<file path="src/itsf_pkg.sv">
/*
  Package for the input and temperature status flag bank: command codes,
  bit positions, reset values and supported-bit masks.
  Assumes a byte-wide command/data port from the serial bus front end.
*/
`default_nettype none
package itsf_pkg;
  // ==========================================================
  // Command codes
  localparam logic [7:0] ITSF_CMD_INPUT_STATUS = 8'h7c;
  localparam logic [7:0] ITSF_CMD_TEMP_STATUS = 8'h7d;
  localparam logic [7:0] ITSF_CMD_GLOBAL_FAULT_CLEAR_COMMAND = 8'h03;
  // ==========================================================
  // Bit positions
  localparam int ITSF_BIT_IN_OVF = 7;
  localparam int ITSF_BIT_IN_UV = 3;
  localparam int ITSF_BIT_OT_FAULT = 7;
  localparam int ITSF_BIT_OT_WARN = 6;
  // ==========================================================
  // Reset values and supported masks
  localparam logic [7:0] ITSF_INPUT_RESET = 8'h00;
  localparam logic [7:0] ITSF_TEMP_RESET = 8'h00;
  localparam logic [7:0] ITSF_INPUT_MASK = 8'h88;
  localparam logic [7:0] ITSF_TEMP_MASK = 8'hc0;
  // ==========================================================
  // Fault disable bit order
  localparam int ITSF_DIS_IN_OVF = 0;
  localparam int ITSF_DIS_IN_UV = 1;
  localparam int ITSF_DIS_OT_FAULT = 2;
  localparam int ITSF_DIS_OT_WARN = 3;
endpackage : itsf_pkg
`default_nettype wire

</file>
<file path="src/itsf_uv_arm.sv">
/*
  Arms low-input-voltage reporting once the input has first risen above
  the turn-on threshold. Assumes the threshold compare is synchronous.
*/
`default_nettype none
module itsf_uv_arm (
  input wire logic i_core_clk,
  input wire logic i_rst,
  input wire logic i_above_on,
  output logic o_armed
);
  logic armed_q;
  logic armed_d;

  always_comb begin
    armed_d = armed_q | i_above_on;
  end

  always_ff @(posedge i_core_clk) begin
    if (i_rst) begin
      armed_q <= 1'b0;
    end else begin
      armed_q <= armed_d;
    end
  end

  assign o_armed = armed_q;
endmodule : itsf_uv_arm
`default_nettype wire

</file>
<file path="src/itsf_status_bank.sv">
/*
  Input and temperature latched status flags with write-1-to-clear byte
  access, global clear, clear on output turn-on and per-event disables.
  Assumes detectors, thresholds and alert pin logic sit outside; event
  inputs come from logic on the same clock and need no synchroniser.
*/
// Overview of operation
// - Supported flags stay set after their condition goes away; the low-input flag clears above turn-on.
// - Global global_fault_clear_command command clears all supported flags.
// - Output turn-on clears all supported flags.
// - Byte write clears exactly the flags written with 1b.
// - Alert mask configuration never affects flag setting.
// - Disabled events neither set a flag nor raise alert.
// - Input bit 7 latches input overvoltage fault; resets to 0.
// - Low-input flag ignored until input first exceeds turn-on threshold.
// - After arming, each drop below turn-off threshold latches flag and alerts.
// - Low-input flag 0b above turn-on, 1b below turn-off.
// - Temperature bit 7 latches overtemperature fault; resets to 0.
// - Temperature bit 6 latches overtemperature warning; resets to 0.
// - Unsupported bits read 0 and ignore writes.
// - Input status answers 7Ch, temperature 7Dh, byte read and write.
`default_nettype none
module itsf_status_bank
  import itsf_pkg::*;
(
  input wire logic i_core_clk,
  input wire logic i_rst,
  input wire logic [7:0] i_cmd_code,
  input wire logic i_wr_stb,
  input wire logic [7:0] i_wr_data,
  input wire logic i_rd_stb,
  input wire logic i_output_turn_on,
  input wire logic [3:0] i_fault_disable,
  input wire logic i_in_ovf_event,
  input wire logic i_in_above_on,
  input wire logic i_in_below_off,
  input wire logic i_ot_fault_event,
  input wire logic i_ot_warn_event,
  output logic [7:0] o_rd_data,
  output logic o_rd_valid,
  output logic o_cmd_hit,
  output logic o_uv_alert
);
  // ==========================================================
  // State
  logic [7:0] in_q;
  logic [7:0] in_d;
  logic [7:0] tmp_q;
  logic [7:0] tmp_d;
  logic [7:0] rd_q;
  logic [7:0] rd_d;
  logic rv_q;
  logic rv_d;
  logic hit_q;
  logic hit_d;
  logic al_q;
  logic al_d;
  logic armed;
  logic below_q;
  logic below_d;
  logic uv_evt;
  logic [7:0] in_set;
  logic [7:0] tmp_set;
  logic [7:0] in_clr;
  logic [7:0] tmp_clr;
  logic clr_all;

  // Arming, like the below-turn-off edge register, is state that no flag clear touches
  itsf_uv_arm u_arm (
    .i_core_clk(i_core_clk),
    .i_rst(i_rst),
    .i_above_on(i_in_above_on),
    .o_armed(armed)
  );

  // Sticky set wins over any clear in the same cycle
  function automatic logic [7:0] w1c_next(input logic [7:0] cur, input logic [7:0] set,
                                          input logic [7:0] clr, input logic [7:0] msk);
    w1c_next = ((cur & ~clr) | set) & msk;
  endfunction : w1c_next

  // ==========================================================
  // Next state
  always_comb begin
    // Edge of the below-turn-off level so each new drop latches
    uv_evt = i_in_below_off & ~below_q & armed & ~i_fault_disable[ITSF_DIS_IN_UV];
    clr_all = (i_wr_stb & (i_cmd_code == ITSF_CMD_GLOBAL_FAULT_CLEAR_COMMAND)) | i_output_turn_on;
    in_set = 8'h00;
    in_set[ITSF_BIT_IN_OVF] = i_in_ovf_event & ~i_fault_disable[ITSF_DIS_IN_OVF];
    in_set[ITSF_BIT_IN_UV] = uv_evt;
    tmp_set = 8'h00;
    tmp_set[ITSF_BIT_OT_FAULT] = i_ot_fault_event & ~i_fault_disable[ITSF_DIS_OT_FAULT];
    tmp_set[ITSF_BIT_OT_WARN] = i_ot_warn_event & ~i_fault_disable[ITSF_DIS_OT_WARN];
    in_clr = {8{clr_all}};
    tmp_clr = {8{clr_all}};
    if (i_wr_stb && i_cmd_code == ITSF_CMD_INPUT_STATUS) begin
      in_clr = in_clr | i_wr_data;
    end
    if (i_wr_stb && i_cmd_code == ITSF_CMD_TEMP_STATUS) begin
      tmp_clr = tmp_clr | i_wr_data;
    end
    // Above turn-on the low-input flag reads 0; a fresh drop still sets it
    in_clr[ITSF_BIT_IN_UV] = in_clr[ITSF_BIT_IN_UV] | i_in_above_on;
    in_d = w1c_next(in_q, in_set, in_clr, ITSF_INPUT_MASK);
    tmp_d = w1c_next(tmp_q, tmp_set, tmp_clr, ITSF_TEMP_MASK);
    rd_d = rd_q;
    rv_d = 1'b0;
    hit_d = 1'b0;
    if (i_rd_stb) begin
      rv_d = 1'b1;
      case (i_cmd_code)
        ITSF_CMD_INPUT_STATUS: begin
          rd_d = in_q;
          hit_d = 1'b1;
        end
        ITSF_CMD_TEMP_STATUS: begin
          rd_d = tmp_q;
          hit_d = 1'b1;
        end
        default: begin
          // Unknown codes answer 00 rather than stale flags
          rd_d = 8'h00;
        end
      endcase
    end
    al_d = uv_evt;
    // Low after reset; arming is low then too, so no false edge can alert
    below_d = i_in_below_off;
  end

  // ==========================================================
  // Registers
  always_ff @(posedge i_core_clk) begin
    if (i_rst) begin
      in_q <= ITSF_INPUT_RESET;
      tmp_q <= ITSF_TEMP_RESET;
      rd_q <= 8'h00;
      rv_q <= 1'b0;
      hit_q <= 1'b0;
      al_q <= 1'b0;
      below_q <= 1'b0;
    end else begin
      in_q <= in_d;
      tmp_q <= tmp_d;
      rd_q <= rd_d;
      rv_q <= rv_d;
      hit_q <= hit_d;
      al_q <= al_d;
      below_q <= below_d;
    end
  end

  assign o_rd_data = rd_q;
  assign o_rd_valid = rv_q;
  assign o_cmd_hit = hit_q;
  assign o_uv_alert = al_q;

  // ==========================================================
  // Checks
  // Flag behaviour
  a_flag_sticky: assert property (@(posedge i_core_clk) disable iff (i_rst)
    (in_q[ITSF_BIT_IN_OVF] && !clr_all && !(i_wr_stb && i_cmd_code == ITSF_CMD_INPUT_STATUS))
    |=> in_q[ITSF_BIT_IN_OVF]) else $error("overvoltage flag dropped");
  a_ot_sticky: assert property (@(posedge i_core_clk) disable iff (i_rst)
    (tmp_q[ITSF_BIT_OT_FAULT] && !clr_all && !(i_wr_stb && i_cmd_code == ITSF_CMD_TEMP_STATUS))
    |=> tmp_q[ITSF_BIT_OT_FAULT]) else $error("overtemp flag dropped");
  a_clear_all: assert property (@(posedge i_core_clk) disable iff (i_rst)
    (clr_all && !i_in_ovf_event && !i_ot_fault_event && !i_ot_warn_event && !uv_evt)
    |=> (in_q == 8'h00 && tmp_q == 8'h00)) else $error("clear all failed");
  a_turn_on_clr: assert property (@(posedge i_core_clk) disable iff (i_rst)
    (i_output_turn_on && !i_ot_warn_event) |=> !tmp_q[ITSF_BIT_OT_WARN])
    else $error("turn-on did not clear");
  a_w1c_zero: assert property (@(posedge i_core_clk) disable iff (i_rst)
    (i_wr_stb && i_cmd_code == ITSF_CMD_TEMP_STATUS && !i_wr_data[ITSF_BIT_OT_FAULT]
     && !i_output_turn_on && tmp_q[ITSF_BIT_OT_FAULT]) |=> tmp_q[ITSF_BIT_OT_FAULT])
    else $error("write zero cleared flag");
  a_w1c_clear: assert property (@(posedge i_core_clk) disable iff (i_rst)
    (i_wr_stb && i_cmd_code == ITSF_CMD_INPUT_STATUS && i_wr_data[ITSF_BIT_IN_OVF]
     && !i_in_ovf_event) |=> !in_q[ITSF_BIT_IN_OVF]) else $error("write one kept flag");
  a_disable_blk: assert property (@(posedge i_core_clk) disable iff (i_rst)
    (!in_q[ITSF_BIT_IN_OVF] && i_fault_disable[ITSF_DIS_IN_OVF]) |=> !in_q[ITSF_BIT_IN_OVF])
    else $error("disabled event set flag");
  a_uv_disabled: assert property (@(posedge i_core_clk) disable iff (i_rst)
    (!in_q[ITSF_BIT_IN_UV] && i_fault_disable[ITSF_DIS_IN_UV])
    |=> (!in_q[ITSF_BIT_IN_UV] && !o_uv_alert)) else $error("disabled low input set flag");
  a_ovf_latch: assert property (@(posedge i_core_clk) disable iff (i_rst)
    (i_in_ovf_event && !i_fault_disable[ITSF_DIS_IN_OVF]) |=> in_q[ITSF_BIT_IN_OVF])
    else $error("overvoltage not latched");
  a_uv_unarmed: assert property (@(posedge i_core_clk) disable iff (i_rst)
    (!armed && !in_q[ITSF_BIT_IN_UV]) |=> (!in_q[ITSF_BIT_IN_UV] && !o_uv_alert))
    else $error("undervoltage before arming");
  a_uv_alert: assert property (@(posedge i_core_clk) disable iff (i_rst)
    uv_evt |=> (o_uv_alert && in_q[ITSF_BIT_IN_UV])) else $error("undervoltage not alerted");
  a_alert_pulse: assert property (@(posedge i_core_clk) disable iff (i_rst)
    o_uv_alert |=> !o_uv_alert)
    else $error("alert longer than one cycle");
  a_above_clear: assert property (@(posedge i_core_clk) disable iff (i_rst)
    (i_in_above_on && !uv_evt) |=> !in_q[ITSF_BIT_IN_UV])
    else $error("low input flag kept above turn-on");
  a_ot_latch: assert property (@(posedge i_core_clk) disable iff (i_rst)
    (i_ot_fault_event && !i_fault_disable[ITSF_DIS_OT_FAULT]) |=> tmp_q[ITSF_BIT_OT_FAULT])
    else $error("overtemp fault not latched");
  a_warn_latch: assert property (@(posedge i_core_clk) disable iff (i_rst)
    (i_ot_warn_event && !i_fault_disable[ITSF_DIS_OT_WARN]) |=> tmp_q[ITSF_BIT_OT_WARN])
    else $error("overtemp warning not latched");
  a_unused_zero: assert property (@(posedge i_core_clk) disable iff (i_rst)
    ((in_q & ~ITSF_INPUT_MASK) == 8'h00 && (tmp_q & ~ITSF_TEMP_MASK) == 8'h00))
    else $error("unsupported bit set");
  // Read path: valid and hit are single pulses, data holds until the next read
  a_read_data: assert property (@(posedge i_core_clk) disable iff (i_rst)
    (i_rd_stb && i_cmd_code == ITSF_CMD_TEMP_STATUS) |=> (o_rd_valid && o_cmd_hit
     && o_rd_data == $past(tmp_q))) else $error("read data wrong");
  a_input_read: assert property (@(posedge i_core_clk) disable iff (i_rst)
    (i_rd_stb && i_cmd_code == ITSF_CMD_INPUT_STATUS) |=> (o_rd_valid && o_cmd_hit
     && o_rd_data == $past(in_q))) else $error("input read data wrong");
  a_unknown_read: assert property (@(posedge i_core_clk) disable iff (i_rst)
    (i_rd_stb && i_cmd_code != ITSF_CMD_INPUT_STATUS && i_cmd_code != ITSF_CMD_TEMP_STATUS)
    |=> (o_rd_valid && !o_cmd_hit && o_rd_data == 8'h00))
    else $error("unknown code answered");
  a_rd_hold: assert property (@(posedge i_core_clk) disable iff (i_rst)
    !i_rd_stb |=> (!o_rd_valid && $stable(o_rd_data)))
    else $error("read data not held");
endmodule : itsf_status_bank
`default_nettype wire

</file>
<file path="config.mk">
export PLATFORM = sky130hd
export DESIGN_NAME = itsf_status_bank
export DESIGN_NICKNAME = d
export VERILOG_FILES = /design/src/itsf_pkg.sv /design/src/itsf_uv_arm.sv /design/src/itsf_status_bank.sv
export SDC_FILE = /design/constraint.sdc
export NUM_CORES = 1
export LEC_CHECK = 0
export ABC_AREA = 1
export BUFFER_PORTS_ARGS = -buffer_cell sky130_fd_sc_hd__buf_2
export CELL_PAD_IN_SITES_DETAIL_PLACEMENT = 1
export CELL_PAD_IN_SITES_GLOBAL_PLACEMENT = 1
export CORE_UTILIZATION = 25
export CTS_BUF_LIST = sky130_fd_sc_hd__clkbuf_2
export DETAILED_ROUTE_END_ITERATION = 12
export PLACE_DENSITY_LB_ADDON = 0.05
export SLEW_MARGIN = 20
export SYNTH_ARGS = -nofsm -noshare
export SYNTH_HDL_FRONTEND = slang
export SYNTH_SLANG_ARGS = --single-unit
</file>
<file path="constraint.sdc">
create_clock -name i_core_clk -period 0.8 [get_ports i_core_clk]
set_clock_uncertainty 0.05 [all_clocks]
set_input_delay 0.08 -clock i_core_clk [delete_from_list [all_inputs] [get_ports i_core_clk]]
set_output_delay 0.08 -clock i_core_clk [all_outputs]
set_load 0.01 [all_outputs]
</file>
==> results of run 1 <==
==> power groups by stage <==
| stage | clock (mW) | combinational (mW) | sequential (mW) |
|---|---|---|---|
| 2_1_floorplan | 0 | 0.106 | 0.652 |
| 3_3_place_gp | 0 | 0.208 | 0.647 |
| 3_5_place_dp | 0 | 0.214 | 0.647 |
| 4_1_cts | 0.297 | 0.233 | 0.637 |
| 5_1_grt | 0.330 | 0.273 | 0.642 |
| 6_report | 0.275 | 0.243 | 0.638 |
==> synth_stat cells, drive strengths merged <==
library cell / count
nor3: 2
a21oi: 6
nand2: 17
nor4: 2
conb: 1
o21ai: 3
buf: 6
inv: 14
dfxtp: 12
nand4: 5
nor2: 12
nand3: 7
==> layer usage <==
layer  track usage, %  vias up  wire, um
met5                0        -         0
met4             2.70        0         0
met3             5.56        0        90
met2             23.8       22       813
met1             13.9      289       704
li1                 -      348         -
==> cell families after synthesis <==
| kind of cell | count (synthesis) | share of synthesized area (%) |
|---|---|---|
| DFF | 12 | 39.0 |
| and+or+nand+nor | 45 | 37.6 |
| AOI/OAI and AO/OA | 9 | 7.32 |
| buffers and inverters | 20 | 15.4 |
| other | 1 | 0.609 |
==> registers in the layout, summed over array words and instances, names as in the netlist <==
name / flops
below_q: 1
tmp_q: 2
o_uv_alert: 1
u_arm.o_armed: 1
in_q: 2
o_rd_valid: 1
o_rd_data: 3
o_cmd_hit: 1
==> path summary, 6_finish.rpt <==
| path | depth (start not counted) | end | slack [ps] |
|---|---|---|---|
| worst max-delay path | 3 | in_q[3]$_SDFF_PP0_ | -90 |
| worst min-delay path | 3 | tmp_q[7]$_SDFF_PP0_ | 10 |
| worst max register to register | 3 | in_q[3]$_SDFF_PP0_ | -90 |
| worst min register to register | 2 | o_rd_data[3]$_SDFFE_PP0P_ | 420 |
==> timing repair <==
action,CTS,global route
setup buffers,0,0
hold buffers,2,1
pin swaps,2,3
resized for setup,7,4
endpoints found under the setup margin,8,9
gates cloned,0,0
endpoints found under the hold margin,2,1
==> layout make-up <==
cell class | count | area (um2)
clock buffers | 3 | 15.0
fillers | 295 | 1380
inverters | 14 | 52.6
multi-input cells | 59 | 314
flip-flops and latches | 12 | 245
well taps | 28 | 35.0
repair buffers | 38 | 236
==> stage by stage <==
step	setup TNS (ps)	worst slack, ps
after global routing	-748	-167
final	-265	-94.5
after CTS	-363	-74.4
after global placement	-834	-149
after floorplan	0	10.9
after detailed placement	-1090	-161
==> critical path, stage by stage, from the launching register on <==
cell     delay [ps]
dfxtp_2         340
nor4_4          260
nand2_1         110
o21ai_1          80
==> impl_metrics.yaml, run 1 <==
detailed_routing:
  final_antenna_net_count: 0
  routed_wl_um: 1610
  drc: 0
  vias: 659
  wl_per_cell_um: 10.4
  drtIter0Drc: 3
  first_pass_iters: 2
  via_per_inst: 4.28
logic_synthesis:
  synth-warning-count: 0
  synth_top_area_share_pct: 39.0
  synthesis.area_um2: 616
  synthesis.instances: 87
  synth_top_area_cell: "dfxtp_1"
  synth_area_leaders: "dfxtp_1 39%, nand2_1 10%, inv_1 7.9%"
  ys_types: 19
  ys_seq_area_share_pct: 39.0
  syn_avg_cell_area_um2: 7.08
  synth_seq_cells: 12
placement:
  io_buffers: 30
  dp_cells: 148
  placed_area_um2: 811
  gp_congestion: 0.715
  dpl.hpwl_um: 1280
critical_path:
  worstSetupPathType: "flip-flop to flip-flop"
  start_kind: "flip-flop"
  cp.required_ps: 940
  worstPathMaxFanout: 2
  cp.arrival_ps: 1030
  crit_start: "below_q$_SDFF_PP0_"
  end_kind: "flip-flop"
  reg2reg_from: "below_q$_SDFF_PP0_"
finish:
  fin_area_um2: 898
  post-route-util_pct: 39.5
  final_common_cell: "buf_2"
  layout_common_cells: "27 x buf_2, 17 x nand2_1, 12 x inv_1"
  drive_above_1_share_pct: 42.1
  finalNetCount: 158
  num_antenna_cells: 0
  areaGrowthSynthToFinish_pct: 45.9
  instances_no_fill: 154
clock_tree:
  clk_path_buf_depth: 2
  clock_sinks: 12
  path_clk_slew_ps: 100
  root_buffer: "clkbuf_2"
  cts_made_buffers: 3
  cts_tree: "built"
  insertion_delay_ps: 250
  htree_levels: 1
power_and_ir_drop:
  power.share.sequential_pct: 55.2
  powerDensity_mw_per_mm2: 1290
  finalPower_mw: 1.16
  switching_share_pct: 27.1
  p_leak_nw: 0.454
  comb_power_share_pct: 21.0
  switchingPower_mw: 0.313
  power.share.clock_pct: 23.8
  p_int_mw: 0.843
  ir_worst_vdd_mv: 0.722
sta:
  maxSlewViolCount: 0
  fin_crit_ps: 894
  finalCritPeriodShare_pct: 112
  max_freq_mhz: 1120
  grt_setup_unrepaired: "yes"
  fin_ws_ps: -94.5
  finalSetupViolations: 8
  hold_ws_ps: 13.7
  final_hold_viol_count: 0
die:
  core_mm2: 0.00228
  rows: 17
  initial_core_util_pct: 27.0
  io_pins: 41
  die_area_mm2: 0.00266
  die_y_um: 51.6
  die_w_um: 51.6
status:
  status: "complete, but fails checks"
  violations: "setup timing"
global_routing:
  gr-total-overflow: 0
  grt_pass1_vias: 623
  grtUsageTotal_pct: 13.1
  grt_pass1_wl_um: 2530
  grt_max_degree: 8
  antenna_found_initial: 0
worst_hold_path:
  min_from: "i_ot_fault_event"
  hold_path.class: "input port to flip-flop"
run:
  maxCapViolCount: 0
(Power assumes the default switching activity.)
==> inputs of run 2 (changes only) <==
CORE_UTILIZATION = 27   (was 25)
CTS_CLUSTER_SIZE = 25   (was default)
clock period = 0.91 ns   (was 0.8 ns; I/O delays follow)
==> run 2 against run 1 <==
The run now ends clean; combinational power down 19%; sequential power fell by 12%; utilization grew 3.1 points; critical endpoint unchanged.
==> impl_metrics.yaml, run 2 (synthesis results as in run 1) <==
worst_hold_path:
  min_from: "i_fault_disable[2]"
  whs_path_depth: 4
  hold_end: "tmp_q[7]$_SDFF_PP0_"
  hold_path.class: "input port to flip-flop"
finish:
  num_antenna_cells: 0
  layout_common_cells: "27 x buf_2, 17 x nand2_1, 13 x inv_1"
  ff_latch_area_um2: 246
  drive_above_1_share_pct: 39.0
  multi_input_area_um2: 310
  fillers: 292
  final_common_cell: "buf_2"
  largest_reg_flops: 3
  areaGrowthSynthToFinish_pct: 41.1
  finalNetCount: 154
detailed_routing:
  wl_per_cell_um: 10.2
  via_per_inst: 4.39
  first_pass_iters: 2
  drc: 0
  routed_wl_um: 1530
  vias: 658
  final_antenna_net_count: 0
  drtIter0Drc: 3
clock_tree:
  cts_tree: "built"
  path_clk_slew_ps: 120
  root_buffer: "clkbuf_2"
  postCtsSetupRepairBufs: 0
  clk_path_buf_depth: 2
  insertion_delay_ps: 260
  clock_sinks: 12
  cts_made_buffers: 3
  htree_levels: 1
placement:
  gp_congestion: 0.699
  io_buffers: 30
  dpl.hpwl_um: 1230
critical_path:
  cp.required_ps: 1070
  r2r_end: "in_q[3]$_SDFF_PP0_"
  crit_path_cell_trace: "nor4_4, nand2_1, o21ai_1"
  end_kind: "flip-flop"
  cp_slowest_cell: "dfxtp_2"
  max_stage_delay_ps: 350
  r2r_slack_ps: 20
  reg2reg_from: "below_q$_SDFF_PP0_"
  cp.arrival_ps: 1060
  worstSetupPathType: "flip-flop to flip-flop"
  start_kind: "flip-flop"
  r2r_cells: 3
  worstPathMaxFanout: 2
power_and_ir_drop:
  comb_power_share_pct: 19.0
  finalPower_mw: 1.03
  power.share.clock_pct: 26.3
  p_int_mw: 0.735
  switchingPower_mw: 0.293
  switching_share_pct: 28.5
  ir_worst_vdd_mv: 0.615
  powerDensity_mw_per_mm2: 1180
  p_leak_nw: 0.438
  power.share.sequential_pct: 54.6
run:
  maxCapViolCount: 0
global_routing:
  grtUsageTotal_pct: 14.0
  grt_max_degree: 10
  grt_pass1_vias: 650
  gr-total-overflow: 0
  grt_pass1_wl_um: 2550
  antenna_found_initial: 0
sta:
  finalCritPeriodShare_pct: 98.3
  finalSetupViolations: 0
  final_hold_viol_count: 0
  hold_ws_ps: 15.2
  maxSlewViolCount: 0
  grt_setup_unrepaired: "yes"
  fin_crit_ps: 895
  max_freq_mhz: 1120
die:
  core_mm2: 0.00204
  initial_core_util_pct: 30.1
  die_w_um: 49.8
  rows: 16
  io_pins: 41
  die_y_um: 49.8
  die_area_mm2: 0.00248
status:
  status: "finished, final reports clean"
-- run 2: routing by layer --
| layer | routed length (um) | track usage, % |
|---|---|---|
| met1 | 626 | 15.0 |
| met2 | 816 | 24.8 |
| met3 | 91 | 6.48 |
| met4 | 0 | 2.86 |
| met5 | 0 | 0 |
-- run 2: worst max-delay path by stage --
stage | startpoint | endpoint | cells after the start
after global routing | below_q$_SDFF_PP0_ | in_q[3]$_SDFF_PP0_ | 3
after floorplan | below_q$_SDFF_PP0_ | in_q[3]$_SDFF_PP0_ | 3
final | below_q$_SDFF_PP0_ | in_q[3]$_SDFF_PP0_ | 3
after global placement | i_cmd_code[7] | in_q[7]$_SDFF_PP0_ | 7
after detailed placement | i_cmd_code[7] | in_q[7]$_SDFF_PP0_ | 7
after CTS | o_rd_data[3]$_SDFFE_PP0P_ | o_rd_data[3] | 1
-- run 2: what timing repair did --
item	in CTS	in global routing
hold endpoints to repair	1	1
resized for setup	1	9
pin swaps	1	2
setup endpoints to repair	1	7
hold buffers	1	2
-- run 2: stage by stage --
| stage | util (%) | cell area (um2) | instances | setup slack, ps | setup TNS (ps) |
|---|---|---|---|---|---|
| after floorplan | - | 631 | 91 | 121 | 0 |
| after global placement | 38.2 | 779 | 143 | -29.5 | -79.2 |
| after detailed placement | 38.2 | 779 | 143 | -49.0 | -175 |
| after CTS | 39.9 | 815 | 148 | 14.7 | 0 |
| after global routing | 42.5 | 868 | 150 | -32.2 | -45.6 |
| final | 42.5 | 868 | 150 | 15.0 | 0 |
-- run 2: area by class of cell --
class,instances,area share [%]
clock buffer,3,1.73
inverter,14,6.05
timing repair buffer,34,23.8
multi-input combinational,59,35.7
clock inverter,1,0.432
tap,27,3.89
sequential,12,28.4
-- run 2: critical path, delay by kind of cell, from the launching register on --
kind               cells  cell delay [ps]
AOI/OAI and AO/OA      1               80
DFF                    1              350
and+or+nand+nor        2              360
-- run 2: power by group through the flow --
stage          logic [mW]  registers, mW  clock network [mW]
3_3_place_gp        0.170          0.568                   0
5_1_grt             0.221          0.565               0.321
3_5_place_dp        0.175          0.569                   0
6_report            0.196          0.562               0.271
2_1_floorplan      0.0928          0.573                   0
4_1_cts             0.181          0.558               0.287
